--- config.mk ---
export PLATFORM = sky130hd
export DESIGN_NAME = eiu_top
export DESIGN_NICKNAME = d
export VERILOG_FILES = /design/src/rtl/eiu_pkg.sv /design/src/rtl/eiu_pc_if.sv /design/src/rtl/eiu_top.sv /design/src/rtl/eiu_pc_group.sv
export VERILOG_INCLUDE_DIRS = /design/src /design/src/rtl
export SDC_FILE = /design/constraint.sdc
export NUM_CORES = 1
export LEC_CHECK = 0
export ABC_AREA = 1
export ABC_CLOCK_PERIOD_IN_PS = 3250
export BUFFER_PORTS_ARGS = -buffer_cell sky130_fd_sc_hd__buf_2
export CORE_ASPECT_RATIO = 0.7
export CORE_MARGIN = 4
export CORE_UTILIZATION = 25
export CTS_CLUSTER_SIZE = 8
export DETAILED_ROUTE_END_ITERATION = 10
export GPL_ROUTABILITY_DRIVEN = 1
export GPL_TIMING_DRIVEN = 0
export HOLD_SLACK_MARGIN = 0.06
export PLACE_DENSITY = 0.41
export SLEW_MARGIN = 20
export SYNTH_ARGS = -nofsm -noshare
export SYNTH_HDL_FRONTEND = slang
export SYNTH_SLANG_ARGS = --single-unit
--- constraint.sdc ---
create_clock -name ref_clk -period 3.25 [get_ports ref_clk]
set_input_delay 0.325 -clock ref_clk [delete_from_list [all_inputs] [get_ports ref_clk]]
set_output_delay 0.325 -clock ref_clk [all_outputs]
set_load 0.1 [all_outputs]
--- src/rtl/eiu_params.svh ---
/*
  Register offsets, field positions, reset values and timing counts
  for the external pin interrupt unit. Assumes inclusion by bare name.
*/
`ifndef EIU_PARAMS_SVH
`define EIU_PARAMS_SVH

// Register offsets on the plain register port
`define EIU_OFS_ENABLE_MASK   8'h3d
`define EIU_OFS_SENSE_CONTROL 8'h69
`define EIU_OFS_PC_MASK_LOW   8'h6b
`define EIU_OFS_PC_MASK_HIGH  8'h6c
`define EIU_OFS_FLAGS         8'h3c
`define EIU_OFS_CORE_CONTROL  8'h55

// Field positions
`define EIU_BIT_DEDICATED     0
`define EIU_BIT_GROUP_LOW     6
`define EIU_BIT_GROUP_HIGH    7
`define EIU_BIT_UNLOCK        0
`define EIU_BIT_VEC_SEL       1

// Reset values
`define EIU_RST_BYTE          8'h00

// Unlock window in cycles
`define EIU_UNLOCK_CYCLES     3'h4

`endif

--- src/rtl/eiu_pkg.sv ---
/*
  Types of the external pin interrupt unit.
  Assumes nothing of its surroundings.
*/
`default_nettype none
package eiu_pkg;
  // Sense selections of the dedicated pin
  typedef enum logic [1:0]
  {
    EIU_SENSE_LOW     = 2'h0,
    EIU_SENSE_ANY     = 2'h1,
    EIU_SENSE_FALLING = 2'h2,
    EIU_SENSE_RISING  = 2'h3
  } eiu_sense_t;
  // Vector-change unlock sequence
  typedef enum logic [1:0] { EIU_VS_IDLE, EIU_VS_OPEN, EIU_VS_TAIL } eiu_vstate_t;
endpackage
`default_nettype wire

--- src/rtl/eiu_pc_if.sv ---
/*
  Bundle between the top and the pin-change group detector.
  Assumes one clock, ref_clk, shared by both ends.
*/
`default_nettype none
interface eiu_pc_if;
  logic [7:0] pins_sync;
  logic [7:0] mask;
  logic       group_enable;
  logic       async_wake;
  logic       toggle;
  modport det (input pins_sync, input mask, input group_enable,
               output async_wake, output toggle);
  modport top (output pins_sync, output mask, output group_enable,
               input async_wake, input toggle);
endinterface
`default_nettype wire

--- src/rtl/eiu_top.sv ---
/*
  External pin interrupt unit: dedicated pin with sense control, two
  groups of eight pin-change inputs, flags, masks and vector select.
  Assumes a core that acknowledges vectored requests by one-cycle pulses,
  and pins that arrive asynchronously to ref_clk.
*/
// Notes on behaviour
// Toggle in enabled group raises group request
// Detection works whether pins are outputs
// Pin-change detection needs no running clock
// Sense field: low, any, falling, rising
// Low level requests while pin stays low
// Edge detection runs on the clock
// Pin sampled; pulses over one period caught
// Source holds low level until instruction ends
// Wake level held past start-up time
// Dedicated request needs enable bit and global
// Group requests need group enable and global
// Mask bit enables its own input
// Events set flags at bits 7,6,0
// Flags clear on service or written one
// Level mode keeps dedicated flag cleared
// Vector select picks flash start or boot
// Unlock cleared after four cycles or select
// Unlock blocks interrupts, global flag untouched
// Group request is OR of masked toggles
`include "eiu_params.svh"
`default_nettype none
module eiu_top
(
  // Clock and reset
  input  wire logic        ref_clk,
  input  wire logic        resetn,
  // Pins, read whatever their direction
  input  wire logic        dedicated_irq_pin,
  input  wire logic [15:0] pin_change_inputs,
  // Register port
  input  wire logic [7:0]  reg_addr,
  input  wire logic [7:0]  reg_wdata,
  input  wire logic        reg_wr,
  input  wire logic        reg_rd,
  output logic      [7:0]  reg_rdata,
  // Core side
  input  wire logic        global_irq_enable,
  input  wire logic        ack_dedicated,
  input  wire logic        ack_group_low,
  input  wire logic        ack_group_high,
  output logic             req_dedicated,
  output logic             pin_change_group_low_request,
  output logic             pin_change_group_high_request,
  output logic             vector_table_select,
  output logic             irq_blocked,
  // Clockless wake indication
  output logic             wake_request
);
  logic [7:0]  enable_mask_r;
  logic [1:0]  sense_r;
  logic [7:0]  mask_low_r;
  logic [7:0]  mask_high_r;
  logic        flag_ded_r;
  logic        flag_low_r;
  logic        flag_high_r;
  logic        vec_sel_r;
  logic        unlock_r;
  logic [2:0]  unlock_cnt_r;
  logic        tail_r;
  eiu_pkg::eiu_vstate_t vstate_r;
  logic        ded_meta_r;
  logic        ded_sync_r;
  logic        ded_prev_r;
  logic [15:0] pc_meta_r;
  logic [15:0] pc_sync_r;
  logic        ded_event;
  logic        low_level;
  logic        wr_flags;
  logic        wr_core;
  logic [7:0]  rdata_nxt;
  eiu_pkg::eiu_sense_t sense;

  eiu_pc_if pc_lo ();
  eiu_pc_if pc_hi ();

  // Register write decode shared by several processes
  function automatic logic hit(input logic [7:0] a, input logic [7:0] ofs);
    hit = reg_wr && (a == ofs);
  endfunction

  ////////////////////////////////////////////////////////////////////////
  // Dedicated pin synchroniser; reset to idle high, so no false edge
  always_ff @(posedge ref_clk)
  begin
    if (!resetn)
    begin
      ded_meta_r <= 1'b1;
      ded_sync_r <= 1'b1;
      ded_prev_r <= 1'b1;
    end
    else
    begin
      ded_meta_r <= dedicated_irq_pin;
      ded_sync_r <= ded_meta_r;
      ded_prev_r <= ded_sync_r;
    end
  end

  // Pin-change synchroniser; first stage feeds only the second
  always_ff @(posedge ref_clk)
  begin
    if (!resetn)
    begin
      pc_meta_r <= 16'h0000;
      pc_sync_r <= 16'h0000;
    end
    else
    begin
      pc_meta_r <= pin_change_inputs;
      pc_sync_r <= pc_meta_r;
    end
  end

  ////////////////////////////////////////////////////////////////////////
  // Pin-change groups, bits 7..0 low and 15..8 high
  assign pc_lo.pins_sync    = pc_sync_r[7:0];
  assign pc_lo.mask         = mask_low_r;
  assign pc_lo.group_enable = enable_mask_r[`EIU_BIT_GROUP_LOW];
  assign pc_hi.pins_sync    = pc_sync_r[15:8];
  assign pc_hi.mask         = mask_high_r;
  assign pc_hi.group_enable = enable_mask_r[`EIU_BIT_GROUP_HIGH];

  // Raw pins enter only for the clockless wake compare
  eiu_pc_group u_group_low
  (
    .ref_clk  (ref_clk),
    .resetn   (resetn),
    .pins_raw (pin_change_inputs[7:0]),
    .pins_ref (pc_sync_r[7:0]),
    .pc       (pc_lo)
  );

  eiu_pc_group u_group_high
  (
    .ref_clk  (ref_clk),
    .resetn   (resetn),
    .pins_raw (pin_change_inputs[15:8]),
    .pins_ref (pc_sync_r[15:8]),
    .pc       (pc_hi)
  );

  ////////////////////////////////////////////////////////////////////////
  // Dedicated pin sense decode on sampled values
  assign sense     = eiu_pkg::eiu_sense_t'(sense_r);
  assign low_level = (sense == eiu_pkg::EIU_SENSE_LOW);

  always_comb
  begin
    case (sense)
      eiu_pkg::EIU_SENSE_ANY:     ded_event = ded_sync_r ^ ded_prev_r;
      eiu_pkg::EIU_SENSE_FALLING: ded_event = ded_prev_r & ~ded_sync_r;
      eiu_pkg::EIU_SENSE_RISING:  ded_event = ~ded_prev_r & ded_sync_r;
      default:                    ded_event = 1'b0;
    endcase
  end

  // Wake is clockless: raw low level or raw pin-change compare
  assign wake_request = (low_level & enable_mask_r[`EIU_BIT_DEDICATED] & ~dedicated_irq_pin)
                      | pc_lo.async_wake | pc_hi.async_wake;

  ////////////////////////////////////////////////////////////////////////
  // Enable mask keeps only the group and dedicated bits
  always_ff @(posedge ref_clk)
  begin
    if (!resetn)
      enable_mask_r <= `EIU_RST_BYTE;
    else if (hit(reg_addr, `EIU_OFS_ENABLE_MASK))
      enable_mask_r <= reg_wdata & 8'hc1;
  end

  // Sense field of the dedicated pin
  always_ff @(posedge ref_clk)
  begin
    if (!resetn)
      sense_r <= 2'h0;
    else if (hit(reg_addr, `EIU_OFS_SENSE_CONTROL))
      sense_r <= reg_wdata[1:0];
  end

  // Per-input mask of the low group
  always_ff @(posedge ref_clk)
  begin
    if (!resetn)
      mask_low_r <= `EIU_RST_BYTE;
    else if (hit(reg_addr, `EIU_OFS_PC_MASK_LOW))
      mask_low_r <= reg_wdata;
  end

  // Per-input mask of the high group
  always_ff @(posedge ref_clk)
  begin
    if (!resetn)
      mask_high_r <= `EIU_RST_BYTE;
    else if (hit(reg_addr, `EIU_OFS_PC_MASK_HIGH))
      mask_high_r <= reg_wdata;
  end

  ////////////////////////////////////////////////////////////////////////
  // Flags: set wins over clear; clear by service or written one
  assign wr_flags = hit(reg_addr, `EIU_OFS_FLAGS);

  // Dedicated flag; level sensing overrides everything
  always_ff @(posedge ref_clk)
  begin
    if (!resetn)
      flag_ded_r <= 1'b0;
    else if (low_level)
      flag_ded_r <= 1'b0;
    else if (ded_event)
      flag_ded_r <= 1'b1;
    else if (ack_dedicated || (wr_flags && reg_wdata[`EIU_BIT_DEDICATED]))
      flag_ded_r <= 1'b0;
  end

  // Low group flag
  always_ff @(posedge ref_clk)
  begin
    if (!resetn)
      flag_low_r <= 1'b0;
    else if (pc_lo.toggle)
      flag_low_r <= 1'b1;
    else if (ack_group_low || (wr_flags && reg_wdata[`EIU_BIT_GROUP_LOW]))
      flag_low_r <= 1'b0;
  end

  // High group flag
  always_ff @(posedge ref_clk)
  begin
    if (!resetn)
      flag_high_r <= 1'b0;
    else if (pc_hi.toggle)
      flag_high_r <= 1'b1;
    else if (ack_group_high || (wr_flags && reg_wdata[`EIU_BIT_GROUP_HIGH]))
      flag_high_r <= 1'b0;
  end

  ////////////////////////////////////////////////////////////////////////
  // Vector select with timed unlock
  assign wr_core = hit(reg_addr, `EIU_OFS_CORE_CONTROL);

  always_ff @(posedge ref_clk)
  begin
    if (!resetn)
    begin
      vec_sel_r    <= 1'b0;
      unlock_r     <= 1'b0;
      unlock_cnt_r <= 3'h0;
      tail_r       <= 1'b0;
      vstate_r     <= eiu_pkg::EIU_VS_IDLE;
    end
    else
    begin
      case (vstate_r)
        eiu_pkg::EIU_VS_IDLE:
        begin
          tail_r <= 1'b0;
          if (wr_core && reg_wdata[`EIU_BIT_UNLOCK])
          begin
            unlock_r     <= 1'b1;
            unlock_cnt_r <= `EIU_UNLOCK_CYCLES;
            vstate_r     <= eiu_pkg::EIU_VS_OPEN;
          end
        end
        eiu_pkg::EIU_VS_OPEN:
        begin
          if (wr_core && !reg_wdata[`EIU_BIT_UNLOCK])
          begin
            // Select taken only with unlock written zero
            vec_sel_r <= reg_wdata[`EIU_BIT_VEC_SEL];
            unlock_r  <= 1'b0;
            tail_r    <= 1'b1;
            vstate_r  <= eiu_pkg::EIU_VS_TAIL;
          end
          else if (unlock_cnt_r == 3'h1)
          begin
            unlock_r <= 1'b0;
            vstate_r <= eiu_pkg::EIU_VS_IDLE;
          end
          else
            unlock_cnt_r <= unlock_cnt_r - 3'h1;
        end
        eiu_pkg::EIU_VS_TAIL:
        begin
          // One more cycle covers the instruction after the write
          tail_r   <= 1'b0;
          vstate_r <= eiu_pkg::EIU_VS_IDLE;
        end
        default:
          // Unused encoding falls back to idle
          vstate_r <= eiu_pkg::EIU_VS_IDLE;
      endcase
    end
  end

  // Blocking leaves the global enable itself untouched
  assign irq_blocked         = unlock_r | tail_r;
  assign vector_table_select = vec_sel_r;

  ////////////////////////////////////////////////////////////////////////
  // Vectored requests gated by enable, global flag and unlock block
  // Level mode requests straight from the synced pin, not the flag
  assign req_dedicated = ~irq_blocked & global_irq_enable & enable_mask_r[`EIU_BIT_DEDICATED]
                       & (low_level ? ~ded_sync_r : flag_ded_r);
  assign pin_change_group_low_request = ~irq_blocked & global_irq_enable
                                      & enable_mask_r[`EIU_BIT_GROUP_LOW] & flag_low_r;
  assign pin_change_group_high_request = ~irq_blocked & global_irq_enable
                                       & enable_mask_r[`EIU_BIT_GROUP_HIGH] & flag_high_r;

  ////////////////////////////////////////////////////////////////////////
  // Read mux; unmapped reads return zero
  always_comb
  begin
    case (reg_addr)
      `EIU_OFS_ENABLE_MASK:   rdata_nxt = enable_mask_r;
      `EIU_OFS_SENSE_CONTROL: rdata_nxt = {6'h00, sense_r};
      `EIU_OFS_PC_MASK_LOW:   rdata_nxt = mask_low_r;
      `EIU_OFS_PC_MASK_HIGH:  rdata_nxt = mask_high_r;
      `EIU_OFS_FLAGS:         rdata_nxt = {flag_high_r, flag_low_r, 5'h00, flag_ded_r};
      `EIU_OFS_CORE_CONTROL:  rdata_nxt = {6'h00, vec_sel_r, unlock_r};
      default:                rdata_nxt = 8'h00;
    endcase
  end

  // Read data stands only in the cycle after the strobe
  always_ff @(posedge ref_clk)
  begin
    if (!resetn)
      reg_rdata <= 8'h00;
    else if (reg_rd)
      reg_rdata <= rdata_nxt;
    else
      reg_rdata <= 8'h00;
  end
endmodule
`default_nettype wire

--- src/rtl/eiu_pc_group.sv ---
/*
  One group of eight pin-change inputs: masked toggle detection.
  Assumes pins already synchronised; raw pins used only for wake.
*/
`default_nettype none
module eiu_pc_group
(
  // Clock and reset
  input  wire logic       ref_clk,
  input  wire logic       resetn,
  // Raw pins for clockless wake detection
  input  wire logic [7:0] pins_raw,
  input  wire logic [7:0] pins_ref,
  // Detector bundle
  eiu_pc_if.det           pc
);
  logic [7:0] prev_r;

  ////////////////////////////////////////////////////////////////////////
  // Previous sample for toggle detection
  always_ff @(posedge ref_clk)
  begin
    if (!resetn)
      prev_r <= 8'h00;
    else
      prev_r <= pc.pins_sync;
  end

  // Masked toggle, ORed over the group
  assign pc.toggle = pc.group_enable & |((pc.pins_sync ^ prev_r) & pc.mask);

  // Clockless compare of pins against last sampled value, for wake
  assign pc.async_wake = pc.group_enable & |((pins_raw ^ pins_ref) & pc.mask);
endmodule
`default_nettype wire

==> summary.txt <==
CTS
  – Register clock-pin slew on the reported worst setup and hold paths: 0.06 ns
  – Clock Latency Late Sink: 0.34 ns
  – CTS tree: built
  – Number of H-tree levels: 3
  – Master cell of the clock root buffer: sky130_fd_sc_hd__clkbuf_16
  – Clock tree buffer depth: 2
  – CTS hold repair buffers: 0
  – Clock net sink count: 91
  – Number of CTS-inserted buffers: 9
  – Setup repair bufs after CTS: 0
  – CTS-repair resized insts: 0

Flow run
  – Max_cap viols: 0

Logic synthesis
  – Count of unique library cells instantiated by Yosys: 31
  – Top-count cell post-synth: sky130_fd_sc_hd__nand2_1
  – Synth top area cells: sky130_fd_sc_hd__dfxtp_1, sky130_fd_sc_hd__nand2_1, sky130_fd_sc_hd__inv_1
  – Synth Flop Type: sky130_fd_sc_hd__dfxtp_1
  – Largest area contributor in the synthesized netlist: sky130_fd_sc_hd__dfxtp_1
  – Post-Synth Simple-Gate Area: 0.245
  – Mean cell area of the mapped netlist: 7.16 sq um
  – Yosys reg bits: 91
  – Multiplexer share of the synthesized area: 0
  – Compound-Gate Fraction of Synth Area: 0.140
  – Cell count after synthesis: 534
  – Fraction of the mapped netlist area in adder cells: 0.0131
  – Share of flip-flops with an asynchronous set or reset: 0
  – Post-synthesis share of cell area spent on xor and xnor gates: 0.00687
  – Cell area after synthesis: 3820 sq um
  – Top cells by instance count after synthesis: sky130_fd_sc_hd__nand2_1, sky130_fd_sc_hd__inv_1, sky130_fd_sc_hd__dfxtp_1
  – Proportion of synthesized chip area in sequential cells: 0.476
  – Number of enable-type register cells in the synthesized netlist: 0
  – Portion of synthesized cell area occupied by the leading cell type: 0.476
  – Synth Warn #: 0
  – Combinational family with the most area after synthesis: simple AND/OR/NAND/NOR gates
  – Net Count, Synth: 579

Hold path
  – HP Class: in -> reg
  – Number of instances on the worst hold path: 3

Worst setup path
  – Critical Path Sink Type: output pin
  – CP Buf/Inv Count: 2
  – Arr. time, crit path: 1.87 ns
  – Top delay family on crit path: buffers and inverters
  – Delay contributed by the slowest stage of the critical path: 0.43 ns
  – R2R Setup Slk: 1.94 ns
  – Cell breakdown of the critical path: inv_1, a21oi_1, o21ai_0, o21ai_0, nor3_1, nand2_1, nand2_1, nand3_1, buf_2
  – Crit path kind: reg -> out
  – Depth of the worst register-to-register path: 9
  – Required time of the critical path: 2.92 ns
  – Critical path's slowest cell: sky130_fd_sc_hd__buf_2
  – Critical path fanouts, max: 4
  – CP startpoint kind: flip-flop
  – Worst path depth: 9

STA
  – Hold Violations, Final: 0
  – Final period utilization: 0.674
  – Highest Clock Rate: 457 MHz
  – Accumulated negative setup slack: 0 ns
  – Transition at the pin with the smallest max-transition slack: 0.661 ns
  – Total of endpoints with negative setup slack in the final report: 0
  – Max transition margin: 0.559
  – RSZ-0062 raised after global routing: no
  – Shortest clock period the worst path allows after layout: 2.19 ns
  – Worst setup skew after layout: 0.00410 ns
  – Final Slew Violations: 0

Finish
  – Number of fillers in the final layout: 1597
  – Layout Utilization: 0.315
  – Storage cell area: 1820 sq um
  – Fraction of layout instances using a drive strength above 1: 0.158
  – Area growth from synthesis to layout: 22.3%
  – Area taken by multi-input logic gates: 1550 sq um
  – Net count, final: 643
  – Antenna diodes: 0

Die
  – Core Rows: 37
  – Total core area: 14900 sq um
  – Height of the die: 111 um
  – Ports: 55
  – Total die area: 17400 sq um
  – Effective utilization at floorplan: 0.257
  – Die Width: 156 um

Pwr
  – Power dissipated by switching net loads: 0.546 mW
  – Max VDD drop: 0.230 mV
  – Power density normalized to cell area: 524 nW/um^2
  – Internal power consumption: 1.90 mW
  – Clk network pwr share: 0.478
  – Sw Share: 0.223
  – Portion of total power attributed to combinational logic: 0.050
  – Share of power burned in registers: 0.472
  – Static leakage: 2.27 nW

Route
  – Residual antenna-violating net count after detailed routing: 0
  – Number of vias per cell after detailed routing: 4.18
  – Total iterations of the first detailed-routing run: 5
  – Starting DRC count in detailed routing: 173
  – Routed via count: 3338
  – Detailed-route DRC error count: 0
  – Aggregate routed wire length: 10500 um
  – Routed length per placed instance: 13.2 um

Placed design
  – Placed wire-length estimate after detailed placement: 8160 um
  – Quantity of I/O buffers inserted on ports: 53
  – Routability-driven placement congestion ratio: 0.791

Global routing
  – Initial antenna violation count: 0
  – Maximum number of pins on one net before global-route repair: 16
  – Number of global-route vias before repair: 3134
  – Total global-route track usage: 0.125
  – First-pass GRT wire length: 16700 um
  – Global route total overflow: 0

Status
  – Status: finished, final reports clean
==> tightest hold or removal path: cells and delay by family <==
kind	cells	cell delay (ns)
buffers and inverters	2	0.12
and+or+nand+nor	1	0.05
==> stage by stage <==
stage	hold slack (ns)	cells	area, sq um	setup slack, ns	power, mW
CTS	0.179	798	4680	1.00	2.49
finish	0.183	798	4680	1.06	2.45
global placement	0.391	782	4340	1.28	1.30
detailed placement	0.396	782	4340	1.27	1.31
global route	0.188	798	4680	0.879	2.55
floorplan	0.390	534	3830	0.400	1.24
==> state kept, by name (all words and copies together), names as in the netlist, 3 cells and up <==
register	cells
mask_low_r	8
pc_meta_r	16
pc_sync_r	16
enable_mask_r	3
reg_rdata	8
unlock_cnt_r	3
u_group_low.prev_r	8
u_group_high.prev_r	8
mask_high_r	8
==> final timing paths <==
check,startpoint,end
max,mask_low_r[7],wake_request
min,dedicated_irq_pin,ded_meta_r
max reg2reg,vstate_r[0],unlock_cnt_r[2]
min reg2reg,pc_meta_r[8],pc_sync_r[8]
==> layer usage <==
metal  vias up  routed length, um  global-route usage
li1       1793                  -                   -
met1      1475               5690               0.186
met2        59               4190               0.175
met3        11                500              0.0354
met4         0                119              0.0367
met5         -                  0                   0
==> power by group through the flow <==
stage | sequential, mW | combinational [mW] | clock [mW]
5_1_grt | 1.16 | 0.140 | 1.25
2_1_floorplan | 1.18 | 0.0631 | 0
3_5_place_dp | 1.18 | 0.125 | 0
6_report | 1.16 | 0.123 | 1.17
3_3_place_gp | 1.18 | 0.123 | 0
4_1_cts | 1.16 | 0.125 | 1.21
==> final cells by class <==
type,instances,share of cell area
Sequential cell,91,0.390
Multi-Input combinational cell,324,0.332
Inverter,108,0.0867
Timing Repair Buffer,53,0.0567
Clock buffer,11,0.0540
Tap cell,195,0.0522
Clock inverter,5,0.0179
Buffer,11,0.0107
==> cell families after synthesis <==
family,Yosys count
fa+ha+maj,4
compound gates,100
flops,91
xor+xnor,3
buf+inv,119
simple gates,217
==> layout by cell type (no fill, tap or decap), types with 2 or more instances in the layout <==
master,synthesis,final
sky130_fd_sc_hd__a21oi_1,48,48
sky130_fd_sc_hd__buf_2,1,54
sky130_fd_sc_hd__bufinv_16,0,2
sky130_fd_sc_hd__clkbuf_1,9,9
sky130_fd_sc_hd__clkbuf_16,0,9
sky130_fd_sc_hd__clkbuf_8,0,2
sky130_fd_sc_hd__clkinvlp_4,0,2
sky130_fd_sc_hd__dfxtp_1,91,91
sky130_fd_sc_hd__ha_1,4,4
sky130_fd_sc_hd__inv_1,101,101
sky130_fd_sc_hd__inv_2,6,6
sky130_fd_sc_hd__nand2_1,123,123
sky130_fd_sc_hd__nand3_1,22,22
sky130_fd_sc_hd__nand4_1,9,9
sky130_fd_sc_hd__nor2_1,42,42
sky130_fd_sc_hd__nor2_4,2,2
sky130_fd_sc_hd__nor3_1,8,8
sky130_fd_sc_hd__o21ai_0,35,35
sky130_fd_sc_hd__o21ai_1,3,3
sky130_fd_sc_hd__o21ai_2,2,2
sky130_fd_sc_hd__o22ai_1,8,8
sky130_fd_sc_hd__or2_2,6,6
sky130_fd_sc_hd__xnor2_1,2,2
Power figures use the tool's default switching activity.
